### src/verilog/setw_pkg.sv
`default_nettype none
package setw_pkg;

   // Core clock and the bus rate that the divider aims at.
   localparam int CORE_CLK_HZ      = 40_000_000;
   localparam int SCL_RATE_HZ      = 400_000;
   localparam int QUARTERS_PER_BIT = 4;
   // A bit period may not be shorter than the fastest allowed rate, so round up.
   localparam int QUARTER_CYCLES   = (CORE_CLK_HZ + QUARTERS_PER_BIT * SCL_RATE_HZ - 1)
                                     / (QUARTERS_PER_BIT * SCL_RATE_HZ);

   // Self-timed write in the memory; polling gives up after this long.
   localparam int INTERNAL_WRITE_TIME_MS = 5;
   localparam int INTERNAL_WRITE_CYCLES  = INTERNAL_WRITE_TIME_MS * (CORE_CLK_HZ / 1000);

   localparam int ADDR_W  = 10;
   localparam int BYTE_W  = 8;
   localparam int COUNT_W = 8;

   localparam logic [3:0] ARRAY_PATTERN      = 4'hA;
   localparam logic [3:0] SERIAL_PATTERN     = 4'hB;
   localparam logic [1:0] SERIAL_WORD_PREFIX = 2'h2;
   localparam logic [1:0] PAGE_BITS_SERIAL   = 2'h0;
   localparam logic [3:0] PAGE_EXTRA_MAX     = 4'hF;
   localparam logic [4:0] PAGE_BYTES         = 5'h10;

   // Nine slots per byte: eight data bits and the acknowledge; recovery also clocks nine.
   localparam logic [3:0] BIT_LAST       = 4'h8;
   localparam logic [8:0] SHIFT_RELEASED = 9'h1FF;
   localparam logic [7:0] RX_RELEASED    = 8'hFF;

   // Quarters of one bit slot.
   localparam logic [1:0] Q_LOW_A  = 2'h0;
   localparam logic [1:0] Q_HIGH_A = 2'h1;
   localparam logic [1:0] Q_HIGH_B = 2'h2;
   localparam logic [1:0] Q_LOW_B  = 2'h3;

   typedef enum logic [2:0] {
      OP_WRITE,
      OP_READ_CUR,
      OP_READ_RAND,
      OP_READ_SERIAL,
      OP_POLL,
      OP_RECOVER
   } setw_op_t;

   typedef enum logic [3:0] {
      ST_IDLE,
      ST_START,
      ST_DEVADDR,
      ST_WORDADDR,
      ST_WRDATA,
      ST_RDADDR,
      ST_RDDATA,
      ST_RECOVER,
      ST_STOP
   } setw_state_t;

endpackage
`default_nettype wire

### src/verilog/setw_sync.sv
`timescale 1ns/1ps
`default_nettype none
module setw_sync #(
   parameter int WIDTH = 1
) (
   input  wire logic             core_clk,
   input  wire logic             rst,
   input  wire logic [WIDTH-1:0] asyncIn,
   output logic      [WIDTH-1:0] syncOut
);

   logic [WIDTH-1:0] stage1_r;
   logic [WIDTH-1:0] stage2_r;

   // The first stage may be metastable, so only the second stage reads it.
   always_ff @(posedge core_clk or posedge rst) begin
      if (rst) begin
         stage1_r <= {WIDTH{1'b1}};
         stage2_r <= {WIDTH{1'b1}};
      end else begin
         stage1_r <= asyncIn;
         stage2_r <= stage1_r;
      end
   end

   assign syncOut = stage2_r;

endmodule
`default_nettype wire

### src/verilog/setw_two_wire_host.sv
`timescale 1ns/1ps
`default_nettype none
module setw_two_wire_host
   import setw_pkg::*;
#(
   parameter bit LARGE_VARIANT        = 1'b0,
   parameter int QUARTER_LEN          = setw_pkg::QUARTER_CYCLES,
   parameter int WRITE_TIMEOUT_CYCLES = setw_pkg::INTERNAL_WRITE_CYCLES
) (
   input  wire logic                           core_clk,
   input  wire logic                           rst,
   input  wire logic                           cmdValid,
   input  wire setw_pkg::setw_op_t             cmdOp,
   input  wire logic [setw_pkg::ADDR_W-1:0]    cmdAddr,
   input  wire logic [setw_pkg::COUNT_W-1:0]   cmdCount,
   input  wire logic [setw_pkg::BYTE_W-1:0]    wrData,
   input  wire logic                           chipSelectPinUpper,
   input  wire logic                           chipSelectPinLower,
   output logic                                cmdReady,
   output logic                                wrTake,
   output logic [setw_pkg::BYTE_W-1:0]         rdData,
   output logic                                rdValid,
   output logic                                done,
   output logic                                nackErr,
   output logic                                scl,
   input  wire logic                           sdaIn,
   output logic                                sdaOut,
   output logic                                sdaOe
);

   import setw_pkg::*;

   localparam int DIV_W   = $clog2(QUARTER_LEN + 1);
   localparam int TIMER_W = $clog2(WRITE_TIMEOUT_CYCLES + 1);
   localparam logic [DIV_W-1:0]   QUARTER_LAST = DIV_W'(QUARTER_LEN - 1);
   localparam logic [TIMER_W-1:0] TIMER_LAST   = TIMER_W'(WRITE_TIMEOUT_CYCLES - 1);

   setw_state_t            state_r;
   setw_state_t            stateNxt;
   setw_op_t               op_r;
   setw_op_t               opNxt;
   logic [ADDR_W-1:0]      addr_r;
   logic [COUNT_W-1:0]     remain_r;
   logic [COUNT_W-1:0]     remainNxt;
   logic [8:0]             shift_r;
   logic [8:0]             shiftNxt;
   logic [8:0]             rx_r;
   logic [3:0]             bitIdx_r;
   logic [1:0]             quarter_r;
   logic [DIV_W-1:0]       divCnt_r;
   logic [TIMER_W-1:0]     timer_r;
   logic                   again_r;
   logic                   againNxt;
   logic                   acked_r;
   logic                   ackedNxt;
   logic                   sclOut_r;
   logic                   sdaOe_r;
   logic                   sdaOut_r;
   logic                   slotIsBit_r;
   logic                   cmdReady_r;
   logic                   wrTake_r;
   logic [BYTE_W-1:0]      rdData_r;
   logic                   rdValid_r;
   logic                   done_r;
   logic                   nackErr_r;
   logic                   cmdTake;
   logic                   errSet;
   logic                   doneSet;
   logic                   takeSet;
   logic                   rdSet;
   logic                   timerClr;
   logic                   sdaSync;
   logic [1:0]             csSync;

   setw_sync #(
      .WIDTH(1)
   ) u_sdaSync (
      .core_clk(core_clk),
      .rst     (rst),
      .asyncIn (sdaIn),
      .syncOut (sdaSync)
   );

   // The select straps are pins too, so they pass the same two stages.
   setw_sync #(
      .WIDTH(2)
   ) u_csSync (
      .core_clk(core_clk),
      .rst     (rst),
      .asyncIn ({chipSelectPinUpper, chipSelectPinLower}),
      .syncOut (csSync)
   );

   // Page bits sit above the received word address byte.
   function automatic logic [7:0] devAddrByte(input logic serial,
                                              input logic rd,
                                              input logic [ADDR_W-1:0] a,
                                              input logic csUpper,
                                              input logic csLower);
      logic [7:0] b;
      b      = 8'h00;
      b[7:4] = serial ? SERIAL_PATTERN : ARRAY_PATTERN;
      b[3]   = csUpper;
      if (LARGE_VARIANT) begin
         b[2:1] = serial ? PAGE_BITS_SERIAL : a[9:8];
      end else begin
         b[2] = csLower;
         b[1] = serial ? 1'b0 : a[8];
      end
      b[0] = rd;
      return b;
   endfunction

   wire isIdle      = (state_r == ST_IDLE);
   wire isStart     = (state_r == ST_START);
   wire isStop      = (state_r == ST_STOP);
   wire isByte      = !(isIdle || isStart || isStop);
   wire isSerial    = (op_r == OP_READ_SERIAL);
   wire tick        = !isIdle && (divCnt_r == QUARTER_LAST);
   wire slotEnd     = tick && (quarter_r == Q_LOW_B);
   wire byteEnd     = slotEnd && isByte && (bitIdx_r == BIT_LAST);
   wire sampleNow   = tick && (quarter_r == Q_HIGH_B);
   wire nack        = rx_r[0];
   wire timeout     = (timer_r == TIMER_LAST);
   wire lastByte    = (remain_r == '0);
   wire [7:0] wrDev = devAddrByte(isSerial, 1'b0, addr_r, csSync[1], csSync[0]);
   wire [7:0] rdDev = devAddrByte(isSerial, 1'b1, addr_r, csSync[1], csSync[0]);
   // Serial reads force the top two word address bits.
   wire [7:0] wordByte = isSerial ? {SERIAL_WORD_PREFIX, 2'h0, addr_r[3:0]}
                                  : addr_r[7:0];
   // A page holds sixteen bytes; more would overwrite the first ones.
   wire pageClamp = (cmdOp == OP_WRITE) && (cmdCount > COUNT_W'(PAGE_EXTRA_MAX));
   wire [COUNT_W-1:0] startCount = pageClamp ? COUNT_W'(PAGE_EXTRA_MAX) : cmdCount;

   // Bus levels for each quarter: the clock is high in the middle two quarters.
   wire sclWant = isIdle || (quarter_r == Q_HIGH_A) || (quarter_r == Q_HIGH_B)
                  || (isStop && (quarter_r == Q_LOW_B));
   wire sdaRelStart = (quarter_r == Q_LOW_A) || (quarter_r == Q_HIGH_A);
   wire sdaRelStop  = (quarter_r == Q_HIGH_B) || (quarter_r == Q_LOW_B);
   wire sdaRelWant  = isIdle ? 1'b1 : isStart ? sdaRelStart : isStop ? sdaRelStop
                      : shift_r[8];

   always_comb begin
      stateNxt  = state_r;
      opNxt     = op_r;
      remainNxt = remain_r;
      shiftNxt  = shift_r;
      againNxt  = again_r;
      ackedNxt  = acked_r;
      cmdTake   = 1'b0;
      errSet    = 1'b0;
      doneSet   = 1'b0;
      takeSet   = 1'b0;
      rdSet     = 1'b0;
      timerClr  = 1'b0;
      if (slotEnd && isByte) begin
         shiftNxt = {shift_r[7:0], 1'b1};
      end
      case (state_r)
         ST_IDLE: begin
            if (cmdValid) begin
               cmdTake   = 1'b1;
               stateNxt  = ST_START;
               opNxt     = cmdOp;
               remainNxt = startCount;
               againNxt  = 1'b0;
               ackedNxt  = 1'b0;
               timerClr  = 1'b1;
            end
         end
         ST_START: begin
            if (slotEnd) begin
               if (op_r == OP_RECOVER) begin
                  if (again_r) begin
                     stateNxt = ST_STOP;
                  end else begin
                     stateNxt = ST_RECOVER;
                     shiftNxt = SHIFT_RELEASED;
                  end
               end else if (again_r || (op_r == OP_READ_CUR)) begin
                  // The pointer is left where the last access put it.
                  stateNxt = ST_RDADDR;
                  shiftNxt = {rdDev, 1'b1};
               end else begin
                  stateNxt = ST_DEVADDR;
                  shiftNxt = {wrDev, 1'b1};
               end
            end
         end
         ST_RECOVER: begin
            if (byteEnd) begin
               stateNxt = ST_START;
               againNxt = 1'b1;
            end
         end
         ST_DEVADDR: begin
            if (byteEnd) begin
               if (nack) begin
                  stateNxt = ST_STOP;
                  errSet   = (op_r != OP_POLL);
               end else if (op_r == OP_POLL) begin
                  stateNxt = ST_STOP;
                  ackedNxt = 1'b1;
               end else begin
                  stateNxt = ST_WORDADDR;
                  shiftNxt = {wordByte, 1'b1};
               end
            end
         end
         ST_WORDADDR: begin
            if (byteEnd) begin
               if (nack) begin
                  stateNxt = ST_STOP;
                  errSet   = 1'b1;
               end else if (op_r == OP_WRITE) begin
                  stateNxt = ST_WRDATA;
                  shiftNxt = {wrData, 1'b1};
                  takeSet  = 1'b1;
               end else begin
                  stateNxt = ST_START;
                  againNxt = 1'b1;
               end
            end
         end
         ST_WRDATA: begin
            if (byteEnd) begin
               if (nack) begin
                  stateNxt = ST_STOP;
                  errSet   = 1'b1;
               end else if (lastByte) begin
                  stateNxt = ST_STOP;
               end else begin
                  remainNxt = remain_r - 1'b1;
                  shiftNxt  = {wrData, 1'b1};
                  takeSet   = 1'b1;
               end
            end
         end
         ST_RDADDR: begin
            if (byteEnd) begin
               if (nack) begin
                  stateNxt = ST_STOP;
                  errSet   = 1'b1;
               end else begin
                  stateNxt = ST_RDDATA;
                  shiftNxt = {RX_RELEASED, lastByte};
               end
            end
         end
         ST_RDDATA: begin
            if (byteEnd) begin
               rdSet = 1'b1;
               if (lastByte) begin
                  stateNxt = ST_STOP;
               end else begin
                  remainNxt = remain_r - 1'b1;
                  shiftNxt  = {RX_RELEASED, (remain_r == COUNT_W'(1))};
               end
            end
         end
         ST_STOP: begin
            if (slotEnd) begin
               if ((op_r == OP_WRITE) && !nackErr_r) begin
                  // The Stop starts the self-timed write; poll until it answers.
                  opNxt    = OP_POLL;
                  againNxt = 1'b0;
                  timerClr = 1'b1;
                  stateNxt = ST_START;
               end else if ((op_r == OP_POLL) && !acked_r && !timeout) begin
                  stateNxt = ST_START;
               end else begin
                  stateNxt = ST_IDLE;
                  doneSet  = 1'b1;
                  errSet   = (op_r == OP_POLL) && !acked_r;
               end
            end
         end
         default: begin
            stateNxt = ST_IDLE;
         end
      endcase
   end

   always_ff @(posedge core_clk or posedge rst) begin
      if (rst) begin
         state_r  <= ST_IDLE;
         op_r     <= OP_WRITE;
         remain_r <= '0;
         shift_r  <= SHIFT_RELEASED;
         again_r  <= 1'b0;
         acked_r  <= 1'b0;
      end else begin
         state_r  <= stateNxt;
         op_r     <= opNxt;
         remain_r <= remainNxt;
         shift_r  <= shiftNxt;
         again_r  <= againNxt;
         acked_r  <= ackedNxt;
      end
   end

   always_ff @(posedge core_clk or posedge rst) begin
      if (rst) begin
         addr_r <= '0;
      end else if (cmdTake) begin
         addr_r <= cmdAddr;
      end
   end

   // Divider and slot position; idle holds them at zero so each command starts clean.
   always_ff @(posedge core_clk or posedge rst) begin
      if (rst) begin
         divCnt_r  <= '0;
         quarter_r <= Q_LOW_A;
         bitIdx_r  <= '0;
      end else begin
         divCnt_r  <= (isIdle || tick) ? '0 : divCnt_r + 1'b1;
         quarter_r <= isIdle ? Q_LOW_A : tick ? quarter_r + 1'b1 : quarter_r;
         bitIdx_r  <= (isIdle || byteEnd || !isByte) ? '0
                      : slotEnd ? bitIdx_r + 1'b1 : bitIdx_r;
      end
   end

   // The sample is taken at the end of the clock-high time, on the last cycle of the second high quarter.
   always_ff @(posedge core_clk or posedge rst) begin
      if (rst) begin
         rx_r <= SHIFT_RELEASED;
      end else if (sampleNow) begin
         rx_r <= {rx_r[7:0], sdaSync};
      end
   end

   always_ff @(posedge core_clk or posedge rst) begin
      if (rst) begin
         timer_r <= '0;
      end else begin
         timer_r <= timerClr ? '0 : (timeout ? timer_r : timer_r + 1'b1);
      end
   end

   always_ff @(posedge core_clk or posedge rst) begin
      if (rst) begin
         sclOut_r    <= 1'b1;
         sdaOe_r     <= 1'b0;
         sdaOut_r    <= 1'b0;
         slotIsBit_r <= 1'b0;
         cmdReady_r  <= 1'b0;
         wrTake_r    <= 1'b0;
         rdData_r    <= '0;
         rdValid_r   <= 1'b0;
         done_r      <= 1'b0;
         nackErr_r   <= 1'b0;
      end else begin
         sclOut_r    <= sclWant;
         sdaOe_r     <= !sdaRelWant;
         sdaOut_r    <= 1'b0;
         slotIsBit_r <= isByte;
         cmdReady_r  <= (stateNxt == ST_IDLE);
         wrTake_r    <= takeSet;
         rdData_r    <= rdSet ? rx_r[8:1] : rdData_r;
         rdValid_r   <= rdSet;
         done_r      <= doneSet;
         nackErr_r   <= errSet | (nackErr_r & !cmdTake);
      end
   end

   assign cmdReady = cmdReady_r;
   assign wrTake   = wrTake_r;
   assign rdData   = rdData_r;
   assign rdValid  = rdValid_r;
   assign done     = done_r;
   assign nackErr  = nackErr_r;
   assign scl      = sclOut_r;
   assign sdaOut   = sdaOut_r;
   assign sdaOe    = sdaOe_r;

   logic [4:0] takeCnt_r;
   always_ff @(posedge core_clk or posedge rst) begin
      if (rst) begin
         takeCnt_r <= '0;
      end else begin
         takeCnt_r <= cmdTake ? '0 : takeCnt_r + {4'h0, wrTake_r};
      end
   end

   wire [3:0] patNow = isSerial ? SERIAL_PATTERN : ARRAY_PATTERN;
   wire       inAddr = (state_r == ST_DEVADDR) || (state_r == ST_RDADDR);
   wire       txByte = inAddr || (state_r == ST_WORDADDR) || (state_r == ST_WRDATA);

   sda_stable_a: assert property (@(posedge core_clk) disable iff (rst)
      sclOut_r && $past(sclOut_r) && slotIsBit_r && $past(slotIsBit_r) |-> $stable(sdaOe_r))
      else $error("data line moved while clock high in a bit slot");
   start_first_a: assert property (@(posedge core_clk) disable iff (rst)
      $rose(state_r == ST_DEVADDR) |-> $past(state_r) == ST_START)
      else $error("address word sent without a start");
   stop_idle_a: assert property (@(posedge core_clk) disable iff (rst)
      done_r |-> $past(state_r == ST_STOP) && sclOut_r && !sdaOe_r)
      else $error("command ended without a stop on an idle bus");
   ack_release_a: assert property (@(posedge core_clk) disable iff (rst)
      sclOut_r && txByte && bitIdx_r == BIT_LAST |-> !sdaOe_r)
      else $error("host drove data during the memory acknowledge");
   addr_pattern_a: assert property (@(posedge core_clk) disable iff (rst)
      sclOut_r && inAddr && bitIdx_r < 4'h4 |-> sdaOe_r == !patNow[3 - bitIdx_r[1:0]])
      else $error("address word pattern bits wrong");
   rw_bit_a: assert property (@(posedge core_clk) disable iff (rst)
      sclOut_r && inAddr && bitIdx_r == 4'h7 |-> sdaOe_r == (state_r == ST_DEVADDR))
      else $error("direction bit wrong");
   serial_word_a: assert property (@(posedge core_clk) disable iff (rst)
      sclOut_r && isSerial && state_r == ST_WORDADDR && bitIdx_r < 4'h2
      |-> sdaOe_r == bitIdx_r[0])
      else $error("serial word address does not start with 10");
   read_ack_a: assert property (@(posedge core_clk) disable iff (rst)
      sclOut_r && state_r == ST_RDDATA && bitIdx_r == BIT_LAST |-> sdaOe_r == !lastByte)
      else $error("read acknowledge does not match remaining bytes");
   page_limit_a: assert property (@(posedge core_clk) disable iff (rst)
      takeCnt_r <= PAGE_BYTES)
      else $error("more than one page of data sent in one write");
   recover_free_a: assert property (@(posedge core_clk) disable iff (rst)
      sclOut_r && state_r == ST_RECOVER |-> !sdaOe_r)
      else $error("data line driven during recovery clocks");
   poll_stop_a: assert property (@(posedge core_clk) disable iff (rst)
      $rose(acked_r) |-> state_r == ST_STOP ##1 state_r == ST_STOP)
      else $error("acknowledged poll not followed by stop");

   write_done_c: cover property (@(posedge core_clk) disable iff (rst)
      done_r && !nackErr_r && op_r == OP_POLL);
   read_byte_c: cover property (@(posedge core_clk) disable iff (rst)
      rdValid_r && op_r == OP_READ_RAND);
   serial_read_c: cover property (@(posedge core_clk) disable iff (rst)
      rdValid_r && isSerial);
   recover_done_c: cover property (@(posedge core_clk) disable iff (rst)
      done_r && op_r == OP_RECOVER);

endmodule
`default_nettype wire
### config.mk
export PLATFORM = sky130hd
export DESIGN_NAME = setw_two_wire_host
export DESIGN_NICKNAME = d
export VERILOG_FILES = /design/src/verilog/setw_pkg.sv /design/src/verilog/setw_sync.sv /design/src/verilog/setw_two_wire_host.sv
export SDC_FILE = /design/constraint.sdc
export NUM_CORES = 1
export LEC_CHECK = 0
export ABC_CLOCK_PERIOD_IN_PS = 3890
export BUFFER_PORTS_ARGS = -buffer_cell sky130_fd_sc_hd__buf_2
export CORE_MARGIN = 2
export CORE_UTILIZATION = 56
export DETAILED_ROUTE_END_ITERATION = 7
export HOLD_SLACK_MARGIN = 0.06
export PLACE_DENSITY_LB_ADDON = 0.05
export RECOVER_POWER = 25
export SLEW_MARGIN = 40
export SYNTH_ARGS = -nofsm -noshare
export SYNTH_HDL_FRONTEND = slang
export SYNTH_SLANG_ARGS = --single-unit
### constraint.sdc
create_clock -name core_clk -period 3.89 [get_ports core_clk]
set_clock_uncertainty 0.15 [all_clocks]
set_input_delay 0.5835 -clock core_clk [delete_from_list [all_inputs] [get_ports core_clk]]
set_output_delay 0.5835 -clock core_clk [all_outputs]
set_load 0.02 [all_outputs]
==> flow_summary.ini, run 1 <==
[route]
wl_per_cell_microns = 18.1
vias = 4741
first_iter_violations = 378
ant_nets = 0
dr.pass1.iters = 5
viasPerCell = 6.13
drc = 0
wirelength_microns = 14000

[logic_synthesis]
synth_top_cell_by_area = dfrtp_1
yosys.area_share.simple_pct = 25.3
synth_edf_count = 0
synth-compound-area-share_pct = 17.5
synthAdderAreaFrac_pct = 2.56
synth_mux_area_share_pct = 3.05
avgSynthCellArea_sq_um = 9.03
synth_top_family_by_area = simple AND/OR/NAND/NOR gates
yosysWarnings = 0
ys_ff_latch = 94
synthTopCellsByArea = dfrtp_1 32%, dfstp_2 12%, nand2_1 7.0%, nor2_1 3.9%, a21oi_1 2.7%
ys_types = 82
synth-main-ff-cell = dfrtp_1
seq_area_frac_synth_pct = 44.4
ys_async_sr_fraction_pct = 100
mappedNetlistNets = 640
synth_top_cell_area_share_pct = 32.2
netlist_area_sq_um = 5370
synthXorXnorAreaFrac_pct = 3.26
syn_inst = 594

[cts]
insertion_delay_ns = 0.37
ctsRootBufferMaster = clkbuf_8
cts_tree = built
cts_setup_buffers = 0
clk_pin_slew_ns = 0.09
htreeDepth = 3
cts_buffer_depth = 2
cts.sinks = 94
numCtsBuffers = 9
cts_resized = 0
holdBufCountCts = 0

[global_route]
grt_pass1_vias = 4503
grt_max_degree = 86
overflow = 0
track_usage_pct = 28.5
antenna_found_initial = 0
grt_pass1_wl_microns = 22800

[setup_path]
ff2ff_path_depth = 8
path_max_fanout = 11
setup.worst_path.class = flip-flop to flip-flop
crit_arrival_ns = 3.25
end_kind = flip-flop
worst-endpoint-required_ns = 4.03
crit_path_start_kind = flip-flop
r2r_end = shift_r[8]
reg2reg_slack_ns = 0.78
reg2reg_from = divCnt_r[0]

[timing]
hold_violations = 0
tns_ns = 0
setup_viol = 0
period_needed_ns = 3.11
worst_pin_slew_ns = 1.76
slew_violations = 86
fin_crit_sh_pct = 79.9
whs_ns = 0.146
rsz0062_at_grt = no
max_freq_mhz = 322
slew-limit-headroom_pct = -17.3

[floorplan]
core_sq_um = 9280
initial_core_util_pct = 57.8
core.rowCount = 35
die_x_microns = 102
fp.dieH_microns = 102
io_pins = 51
die_area_sq_um = 10400

[worst_hold_path]
min_path_cells = 1
min_to = u_csSync.stage1_r[0]
holdCritPathClass = input port to flip-flop
hold_start = chipSelectPinLower

[placed_design]
detailed_place_hpwl_microns = 10000
place_congestion = 0.929
io_buffers = 48

[power_and_ir_drop]
leakage_nw = 2.63
pwr_density_cell_nw_per_um2 = 283
vdd_drop_max_uv = 246

[run_status]
failed_checks = capacitance limit, slew limit
status = finished, violations left

[flow_run]
cap_violations = 1

[cells_and_area]
num_antenna_cells = 0
fillers = 834
areaGrowthSynthToFinish_pct = 11.0
final_layout_size_suffix_gt1_share_pct = 20.9
fin_nets = 686
==> worst max-delay path, cell delays in order, from the launching register on <==
cell and delay [ns]:
dfrtp_1 0.42, inv_1 0.07, ha_1 0.16, and4b_1 0.44, nand4_1 0.42, o21ai_0 0.60, and3_1 0.29, a211oi_1 0.09
a2111o_1 0.39
==> state kept, by name (all words and copies together), names as in the netlist, 2 cells and up <==
register           flops
u_csSync.syncOut       2
state_r                4
op_r                   3
quarter_r              2
addr_r                 9
timer_r               18
rx_r                   9
shift_r                9
remain_r               8
bitIdx_r               4
divCnt_r               5
rdData                 8
u_csSync.stage1_r      2
==> power by group <==
part | internal (mW) | total [mW] | switching [mW] | leakage [nW]
logic | 0.0149 | 0.0445 | 0.0296 | 1.37
registers | 0.983 | 0.984 | 0.00120 | 1.16
clock network | 0.302 | 0.657 | 0.355 | 0.101
total | 1.30 | 1.69 | 0.385 | 2.63
==> routing by layer <==
metal | global-route usage (%) | vias to the layer above | part of all wire (%)
met5 | 0 | - | 0
met4 | 8.72 | 0 | 2.1
met3 | 4.38 | 28 | 6.3
met2 | 44.5 | 192 | 46
met1 | 41.1 | 2296 | 46
li1 | - | 2225 | -
==> through the flow <==
stage / cell area (sq um) / util, % / cells / power (mW) / setup slack [ns]
2_1_floorplan: 5370 / - / 594 / 1.02 / 0.749
4_1_cts: 5960 / 64.2 / 774 / 1.70 / 0.873
6_report: 5960 / 64.2 / 774 / 1.69 / 0.782
5_1_grt: 5960 / 64.2 / 774 / 1.75 / 0.656
3_3_place_gp: 5760 / 62.0 / 758 / 1.05 / 0.904
3_5_place_dp: 5760 / 62.0 / 758 / 1.05 / 0.911
==> worst max path at each step <==
stage / endpoint / cells after the start / start
after floorplan: acked_r / 1 / rst
after global placement: shift_r[8] / 8 / divCnt_r[0]
after detailed placement: shift_r[8] / 8 / divCnt_r[0]
after CTS: shift_r[8] / 8 / divCnt_r[0]
after global routing: cmdReady / 8 / divCnt_r[0]
final: shift_r[8] / 8 / divCnt_r[0]
==> kinds of logic (layout without fill, tap and decap cells) <==
family	Yosys count	in the layout
DFF	94	94
xor gates and xnor gates	20	20
and+or+nand+nor	273	273
adders and majority gates	11	11
AOI/OAI and AO/OA	131	131
buffers and inverters	49	100
muxes	15	15
other	1	1
==> Yosys cell counts, types with 6 or more instances <==
cell / n
o21ai_0: 24
nand4_1: 7
dfrtp_1: 69
a22o_1: 6
buf_2: 10
a211oi_1: 6
ha_1: 11
nor2b_1: 7
o22ai_1: 7
nor2_1: 56
mux2_2: 11
inv_1: 19
nor3_1: 22
or3_1: 6
dfstp_2: 25
xnor2_1: 9
and3_1: 11
nand2_1: 100
nand3_1: 24
a21oi_1: 29
clkbuf_1: 14
xor2_1: 11
==> area by class of cell <==
type	instances	area, sq um	area share [%]
Multi-Input combinational cell	451	2780	46.6
Sequential cell	94	2380	40.0
Timing Repair Buffer	64	359	6.03
Tap cell	129	161	2.71
Clock buffer	10	128	2.14
Inverter	20	78.8	1.32
Clock inverter	6	70.1	1.18
==> placed cells by master, fill, tap and decap left out, types with 4 or more instances in the layout <==
cell / Yosys / routed
nand2_1: 100 / 100
dfrtp_1: 69 / 69
nor2_1: 56 / 56
buf_2: 10 / 47
a21oi_1: 29 / 29
dfstp_2: 25 / 25
nand3_1: 24 / 24
o21ai_0: 24 / 24
nor3_1: 22 / 22
inv_1: 19 / 18
buf_4: 1 / 16
and3_1: 11 / 11
mux2_2: 11 / 11
xor2_1: 11 / 11
ha_1: 11 / 11
xnor2_1: 9 / 9
clkbuf_8: 0 / 9
o22ai_1: 7 / 7
nor2b_1: 7 / 7
nand4_1: 7 / 7
or3_1: 6 / 6
a211oi_1: 6 / 6
a22o_1: 6 / 6
and2_1: 5 / 5
nor4_1: 5 / 5
o31ai_1: 5 / 5
a2111o_1: 4 / 4
nand2b_1: 4 / 4
mux2i_1: 4 / 4
a311oi_1: 4 / 4
Power figures use the tool's default switching activity.
==> run 2, diff against run 1 <==
--- a/config.mk
+++ b/config.mk
@@ -5,7 +5,8 @@
 export SDC_FILE = /design/constraint.sdc
 export NUM_CORES = 1
 export LEC_CHECK = 0
-export ABC_CLOCK_PERIOD_IN_PS = 3890
+export ABC_AREA = 1
+export ABC_CLOCK_PERIOD_IN_PS = 3100
 export BUFFER_PORTS_ARGS = -buffer_cell sky130_fd_sc_hd__buf_2
 export CORE_MARGIN = 2
 export CORE_UTILIZATION = 56
==> constraint.sdc (replaced) <==
create_clock -name core_clk -period 3.1 [get_ports core_clk]
set_clock_uncertainty 0.15 [all_clocks]
set_input_delay 0.465 -clock core_clk [delete_from_list [all_inputs] [get_ports core_clk]]
set_output_delay 0.465 -clock core_clk [all_outputs]
set_load 0.02 [all_outputs]
==> run 2 against run 1 <==
Effect of this change:
- the run still ends with capacitance limit, slew limit left
- via count up 13%
- non-clock buffer count unchanged
- flip-flop and latch count unchanged
- critical path depth up 2
- wire length up 1.9%
- first-iteration DRC count up 38%
- core utilization up 0.22 points
- final cell count up 29%
- clock-buffer cell count up 1
- register-to-register slack worse by 0.34 ns
- synthesized cell count up 35%
- largest cell class unchanged
- largest power group unchanged
==> flow_summary.ini, run 2 <==
[global_route]
grt_max_degree = 52
track_usage_pct = 27.5
antenna_found_initial = 0
grt_pass1_vias = 5175
overflow = 0
grt_pass1_wl_microns = 24500

[cells_and_area]
final_common_cell = nand2_1
ff_latch_area_sq_um = 2380
fin_nets = 904
top_register = timer_r
fin_area_sq_um = 6350
multi_input_area_sq_um = 2820
num_antenna_cells = 0
fillers = 927
areaGrowthSynthToFinish_pct = 10.9
largest_reg_flops = 18
final_cell_mix = 237 x nand2_1, 104 x inv_1, 87 x nor2_1
final_layout_size_suffix_gt1_share_pct = 15.1

[logic_synthesis]
avgSynthCellArea_sq_um = 7.16
mappedNetlistNets = 846
synthTopCellsByArea = dfrtp_1 30%, nand2_1 16%, dfstp_2 11%, nand3_1 7.2%, inv_1 6.8%
ys_async_sr_fraction_pct = 100
yosysMostFrequentCell = nand2_1
synth_top_cell_by_area = dfrtp_1
seq_area_frac_synth_pct = 41.6
yosysWarnings = 0
synth_edf_count = 0
synth_top_cell_area_share_pct = 30.2
ys_ff_latch = 94
netlist_area_sq_um = 5720
synthTopCellsByCount = 237 x nand2_1, 104 x inv_1, 87 x nor2_1, 82 x nand3_1, 69 x dfrtp_1
syn_inst = 800
ys_types = 47
synth-main-ff-cell = dfrtp_1

[setup_path]
path_max_fanout = 19
end_kind = flip-flop
cp_slowest_stage_delay_ns = 0.42
path_cells = inv_1 -> ha_1 -> nand2_1 -> nor2_2 -> nand3_4 -> nor2_8 -> nand3_4 -> a21oi_4 -> o21ai_0 -> o21ai_0
crit_path_start_kind = flip-flop
reg2reg_from = divCnt_r[0]
critPathLaunch = divCnt_r[0]
cp_slowest_cell = dfrtp_1
setup.worst_path.class = flip-flop to flip-flop
worst-endpoint-required_ns = 3.22
crit_arrival_ns = 2.78

[timing]
tns_ns = 0
period_needed_ns = 2.65
slew-limit-headroom_pct = -32.2
worst_slack_ns = 0.447
rsz0062_at_grt = no
hold_violations = 0
fin_crit_sh_pct = 85.6
slew_violations = 51
setup_viol = 0
max_freq_mhz = 377
worst_pin_slew_ns = 1.98

[power_and_ir_drop]
leakage_nw = 3.22
pwr_density_cell_nw_per_um2 = 328
power_mw = 2.09
vdd_drop_max_uv = 280

[placed_design]
place_worst_setup_slack_ns = 0.472
place_congestion = 0.978
io_buffers = 48
placed_area_sq_um = 6130
detailed_place_hpwl_microns = 10600

[cts]
insertion_delay_ns = 0.36
cts_buffer_depth = 2
cts_resized = 0
cts_tree = built
clk_pin_slew_ns = 0.10
cts.sinks = 94
ctsRootBufferMaster = clkbuf_8
numCtsBuffers = 9
htreeDepth = 3

[run_status]
failed_checks = capacitance limit, slew limit
status = finished, violations left

[floorplan]
fp.dieH_microns = 105
io_pins = 51
initial_core_util_pct = 58.0
die_area_sq_um = 11000
core_sq_um = 9860
core.rowCount = 36
die_x_microns = 105

[worst_hold_path]
hold_start = cmdAddr[8]
holdCritPathClass = input port to flip-flop

[route]
viasPerCell = 5.39
ant_nets = 0
vias = 5366
dr.pass1.iters = 5
wl_per_cell_microns = 14.3
wirelength_microns = 14300
drc = 0
first_iter_violations = 522

[flow_run]
cap_violations = 1
run 2: final cells by class:
class,instances,share of cell area [%]
clock inverter,5,0.670
sequential,94,37.5
clock buffer,11,2.23
inverter,110,6.54
multi-input combinational,579,44.4
tap,133,2.62
timing repair buffer,64,6.03
run 2: worst max-delay path: cells and delay by family (launching register included):
kind / cells / cell delay [ns]
simple gates: 5 / 1.10
fa+ha+maj: 1 / 0.14
buf+inv: 1 / 0.07
compound gates: 3 / 0.68
flops: 1 / 0.42
run 2: cell families after synthesis:
kind of cell	share of synthesized area, %
AOI/OAI and AO/OA	10.3
xor gates and xnor gates	1.68
adders and majority gates	2.40
buffers and inverters	9.14
DFF	41.6
other	0.0655
and+or+nand+nor	34.7
run 2: per-layer routing:
layer / global-route usage [%] / vias up / wire length (microns)
met2: 45.6 / 157 / 6810
met3: 3.87 / 15 / 837
met4: 8.00 / 0 / 175
met1: 37.6 / 2529 / 6440
li1: - / 2665 / -
met5: 0 / - / 0
run 2: repair_timing:
| action | CTS | global route |
|---|---|---|
| hold buffers | 4 | 0 |
| buffers inserted | 0 | 0 |
| endpoints found under the hold margin | 14 | 0 |
run 2: through the flow:
stage | cells | utilization (%) | hold WS, ns
3_3_place_gp | 976 | 62.1 | 0.198
5_1_grt | 996 | 64.4 | 0.134
6_report | 996 | 64.4 | 0.139
4_1_cts | 996 | 64.4 | 0.128
3_5_place_dp | 976 | 62.1 | 0.197
2_1_floorplan | 800 | - | 0.195
run 2: power breakdown:
group / internal, mW / switching (mW) / leakage, nW / total (mW)
clock: 0.324 / 0.450 / 0.0958 / 0.775
sequential: 1.23 / 0.00165 / 1.13 / 1.24
combinational: 0.0277 / 0.0475 / 1.99 / 0.0753
total: 1.59 / 0.499 / 3.22 / 2.09
run 2: final timing paths:
| check | end | slack, ns | depth (start not counted) |
|---|---|---|---|
| worst max-delay path | remain_r[3] | 0.45 | 10 |
| worst min-delay path | addr_r[8] | 0.14 | 3 |
| worst max register to register | remain_r[3] | 0.45 | 10 |
| worst min register to register | u_csSync.syncOut[1] | 0.21 | 0 |
| max in group asynchronous | op_r[2] | 0.50 | 3 |
| min in group asynchronous | timer_r[14] | 1.14 | 3 |
==> run 3, diff against run 2 <==
--- a/config.mk
+++ b/config.mk
@@ -7,7 +7,7 @@
 export LEC_CHECK = 0
 export ABC_AREA = 1
 export ABC_CLOCK_PERIOD_IN_PS = 3100
-export BUFFER_PORTS_ARGS = -buffer_cell sky130_fd_sc_hd__buf_2
+export BUFFER_PORTS_ARGS = -buffer_cell sky130_fd_sc_hd__buf_4
 export CORE_MARGIN = 2
 export CORE_UTILIZATION = 56
 export DETAILED_ROUTE_END_ITERATION = 7
==> run 3 against run 2 <==
Effect of this change:
- the run still ends with capacitance limit, slew limit left
- clock-buffer cell count grew 1
- global-route usage grew 0.36 points
- first-iteration DRC count shrank 23%
- setup slack lost 0.088 ns
- largest power group unchanged
==> flow_summary.ini, run 3 (same netlist as run 2, synthesis figures left out) <==
[run_status]
status = finished, violations left
failed_checks = capacitance limit, slew limit

[cells_and_area]
final_cell_mix = 237 x nand2_1, 104 x inv_1, 87 x nor2_1
areaGrowthSynthToFinish_pct = 13.5
final_layout_size_suffix_gt1_share_pct = 15.1
fin_nets = 904
final_common_cell = nand2_1
num_antenna_cells = 0
top_register = timer_r
largest_reg_flops = 18
post-route-util_pct = 65.9
finalNonFillerCells = 996

[setup_path]
crit_arrival_ns = 2.92
path_max_fanout = 26
worst-endpoint-required_ns = 3.28
setup.worst_path.class = flip-flop to flip-flop
end_kind = flip-flop
crit_path_start_kind = flip-flop
ff2ff_path_depth = 12

[timing]
rsz0062_at_grt = no
slew_violations = 51
whs_ns = 0.118
tns_ns = 0
max_freq_mhz = 365
worst_pin_slew_ns = 1.98
slew-limit-headroom_pct = -32.0
period_needed_ns = 2.74
hold_violations = 0
setup_viol = 0
fin_crit_sh_pct = 88.4

[cts]
ctsRootBufferMaster = clkbuf_8
htreeDepth = 3
holdBufCountCts = 4
cts_tree = built
cts_buffer_depth = 2
cts_resized = 0
insertion_delay_ns = 0.40
cts.sinks = 94
clk_pin_slew_ns = 0.09
numCtsBuffers = 9
cts_setup_buffers = 0

[power_and_ir_drop]
seqPwrFrac_pct = 56.3
power_mw = 2.20
pwr_density_cell_nw_per_um2 = 338
leakage_nw = 3.25
swShare_pct = 22.9
internal-power_mw = 1.69
p_sw_mw = 0.503
p_clk_share_pct = 39.7
share_comb_of_total_power_pct = 4.0
vdd_drop_max_uv = 300

[global_route]
grt_pass1_wl_microns = 24400
grt_max_degree = 52
antenna_found_initial = 0
grt_pass1_vias = 5279
overflow = 0
track_usage_pct = 27.9

[floorplan]
io_pins = 51
core.rowCount = 36
fp.dieH_microns = 105
initial_core_util_pct = 58.0
core_sq_um = 9860
die_area_sq_um = 11000
die_x_microns = 105

[placed_design]
post-place-cells = 976
io_buffers = 48
place_congestion = 0.980
detailed_place_hpwl_microns = 10600

[route]
ant_nets = 0
wirelength_microns = 14500
vias = 5436
wl_per_cell_microns = 14.5
first_iter_violations = 403
viasPerCell = 5.46
drc = 0
dr.pass1.iters = 5

[worst_hold_path]
min_path_cells = 3
holdCritPathClass = input port to flip-flop

[flow_run]
cap_violations = 1
[run 3: changes by cell type in the layout (fill, tap and decap cells not counted), sizes merged]
cell,change
clkinv,-1
clkbuf,+4
bufinv,+1
inv,-2
buf,-3
clkinvlp,+1
[run 3: worst max-delay path: stages, from the launching register on]
cell and delay [ns]:
dfrtp_1 0.42, inv_1 0.07, ha_1 0.14, nand2_1 0.06, nor2_2 0.20, nand3_4 0.25, nor2_8 0.42, nand3_2 0.26
nor2_1 0.32, nand2_1 0.15, nand3_1 0.11, nor2_1 0.04, nand3_1 0.08
[run 3: routing by layer]
| layer | vias to the layer above | part of all wire, % | global-route usage, % |
|---|---|---|---|
| li1 | 2660 | - | - |
| met1 | 2520 | 45 | 37.0 |
| met2 | 220 | 46 | 43.1 |
| met3 | 36 | 6.8 | 6.36 |
| met4 | 0 | 2.8 | 13.3 |
| met5 | - | 0 | 0 |
[run 3: final cells by class]
class / instances / area (sq um)
clock inverter: 4 / 55.1
sequential: 94 / 2380
clock buffer: 12 / 155
multi-input combinational: 579 / 2820
timing repair buffer: 64 / 503
fill: 855 / 3370
tap: 133 / 166
inverter: 110 / 415
[run 3: per-stage QoR]
stage | setup slack (ns) | cell area, sq um
detailed placement | 0.416 | 6250
global placement | 0.487 | 6250
floorplan | 0.0777 | 5720
CTS | 0.389 | 6500
global route | 0.0815 | 6500
finish | 0.359 | 6500
[run 3: path summary, 6_finish.rpt]
check,slack [ns],end,start
setup / recovery,0.36,shift_r[4],divCnt_r[0]
hold / removal,0.12,addr_r[8],cmdAddr[8]
setup reg to reg,0.36,shift_r[4],divCnt_r[0]
hold reg to reg,0.21,u_sdaSync.syncOut,u_sdaSync.stage1_r
max in group asynchronous,0.53,timer_r[7],rst
min in group asynchronous,1.13,timer_r[17],rst
[run 3: power groups by stage]
stage	Combinational, mW	Clock (mW)	Sequential, mW
floorplan	0.0350	0	1.26
global placement	0.0846	0	1.26
detailed placement	0.0860	0	1.26
CTS	0.0907	0.902	1.24
global route	0.0999	0.932	1.24
finish	0.0884	0.873	1.24
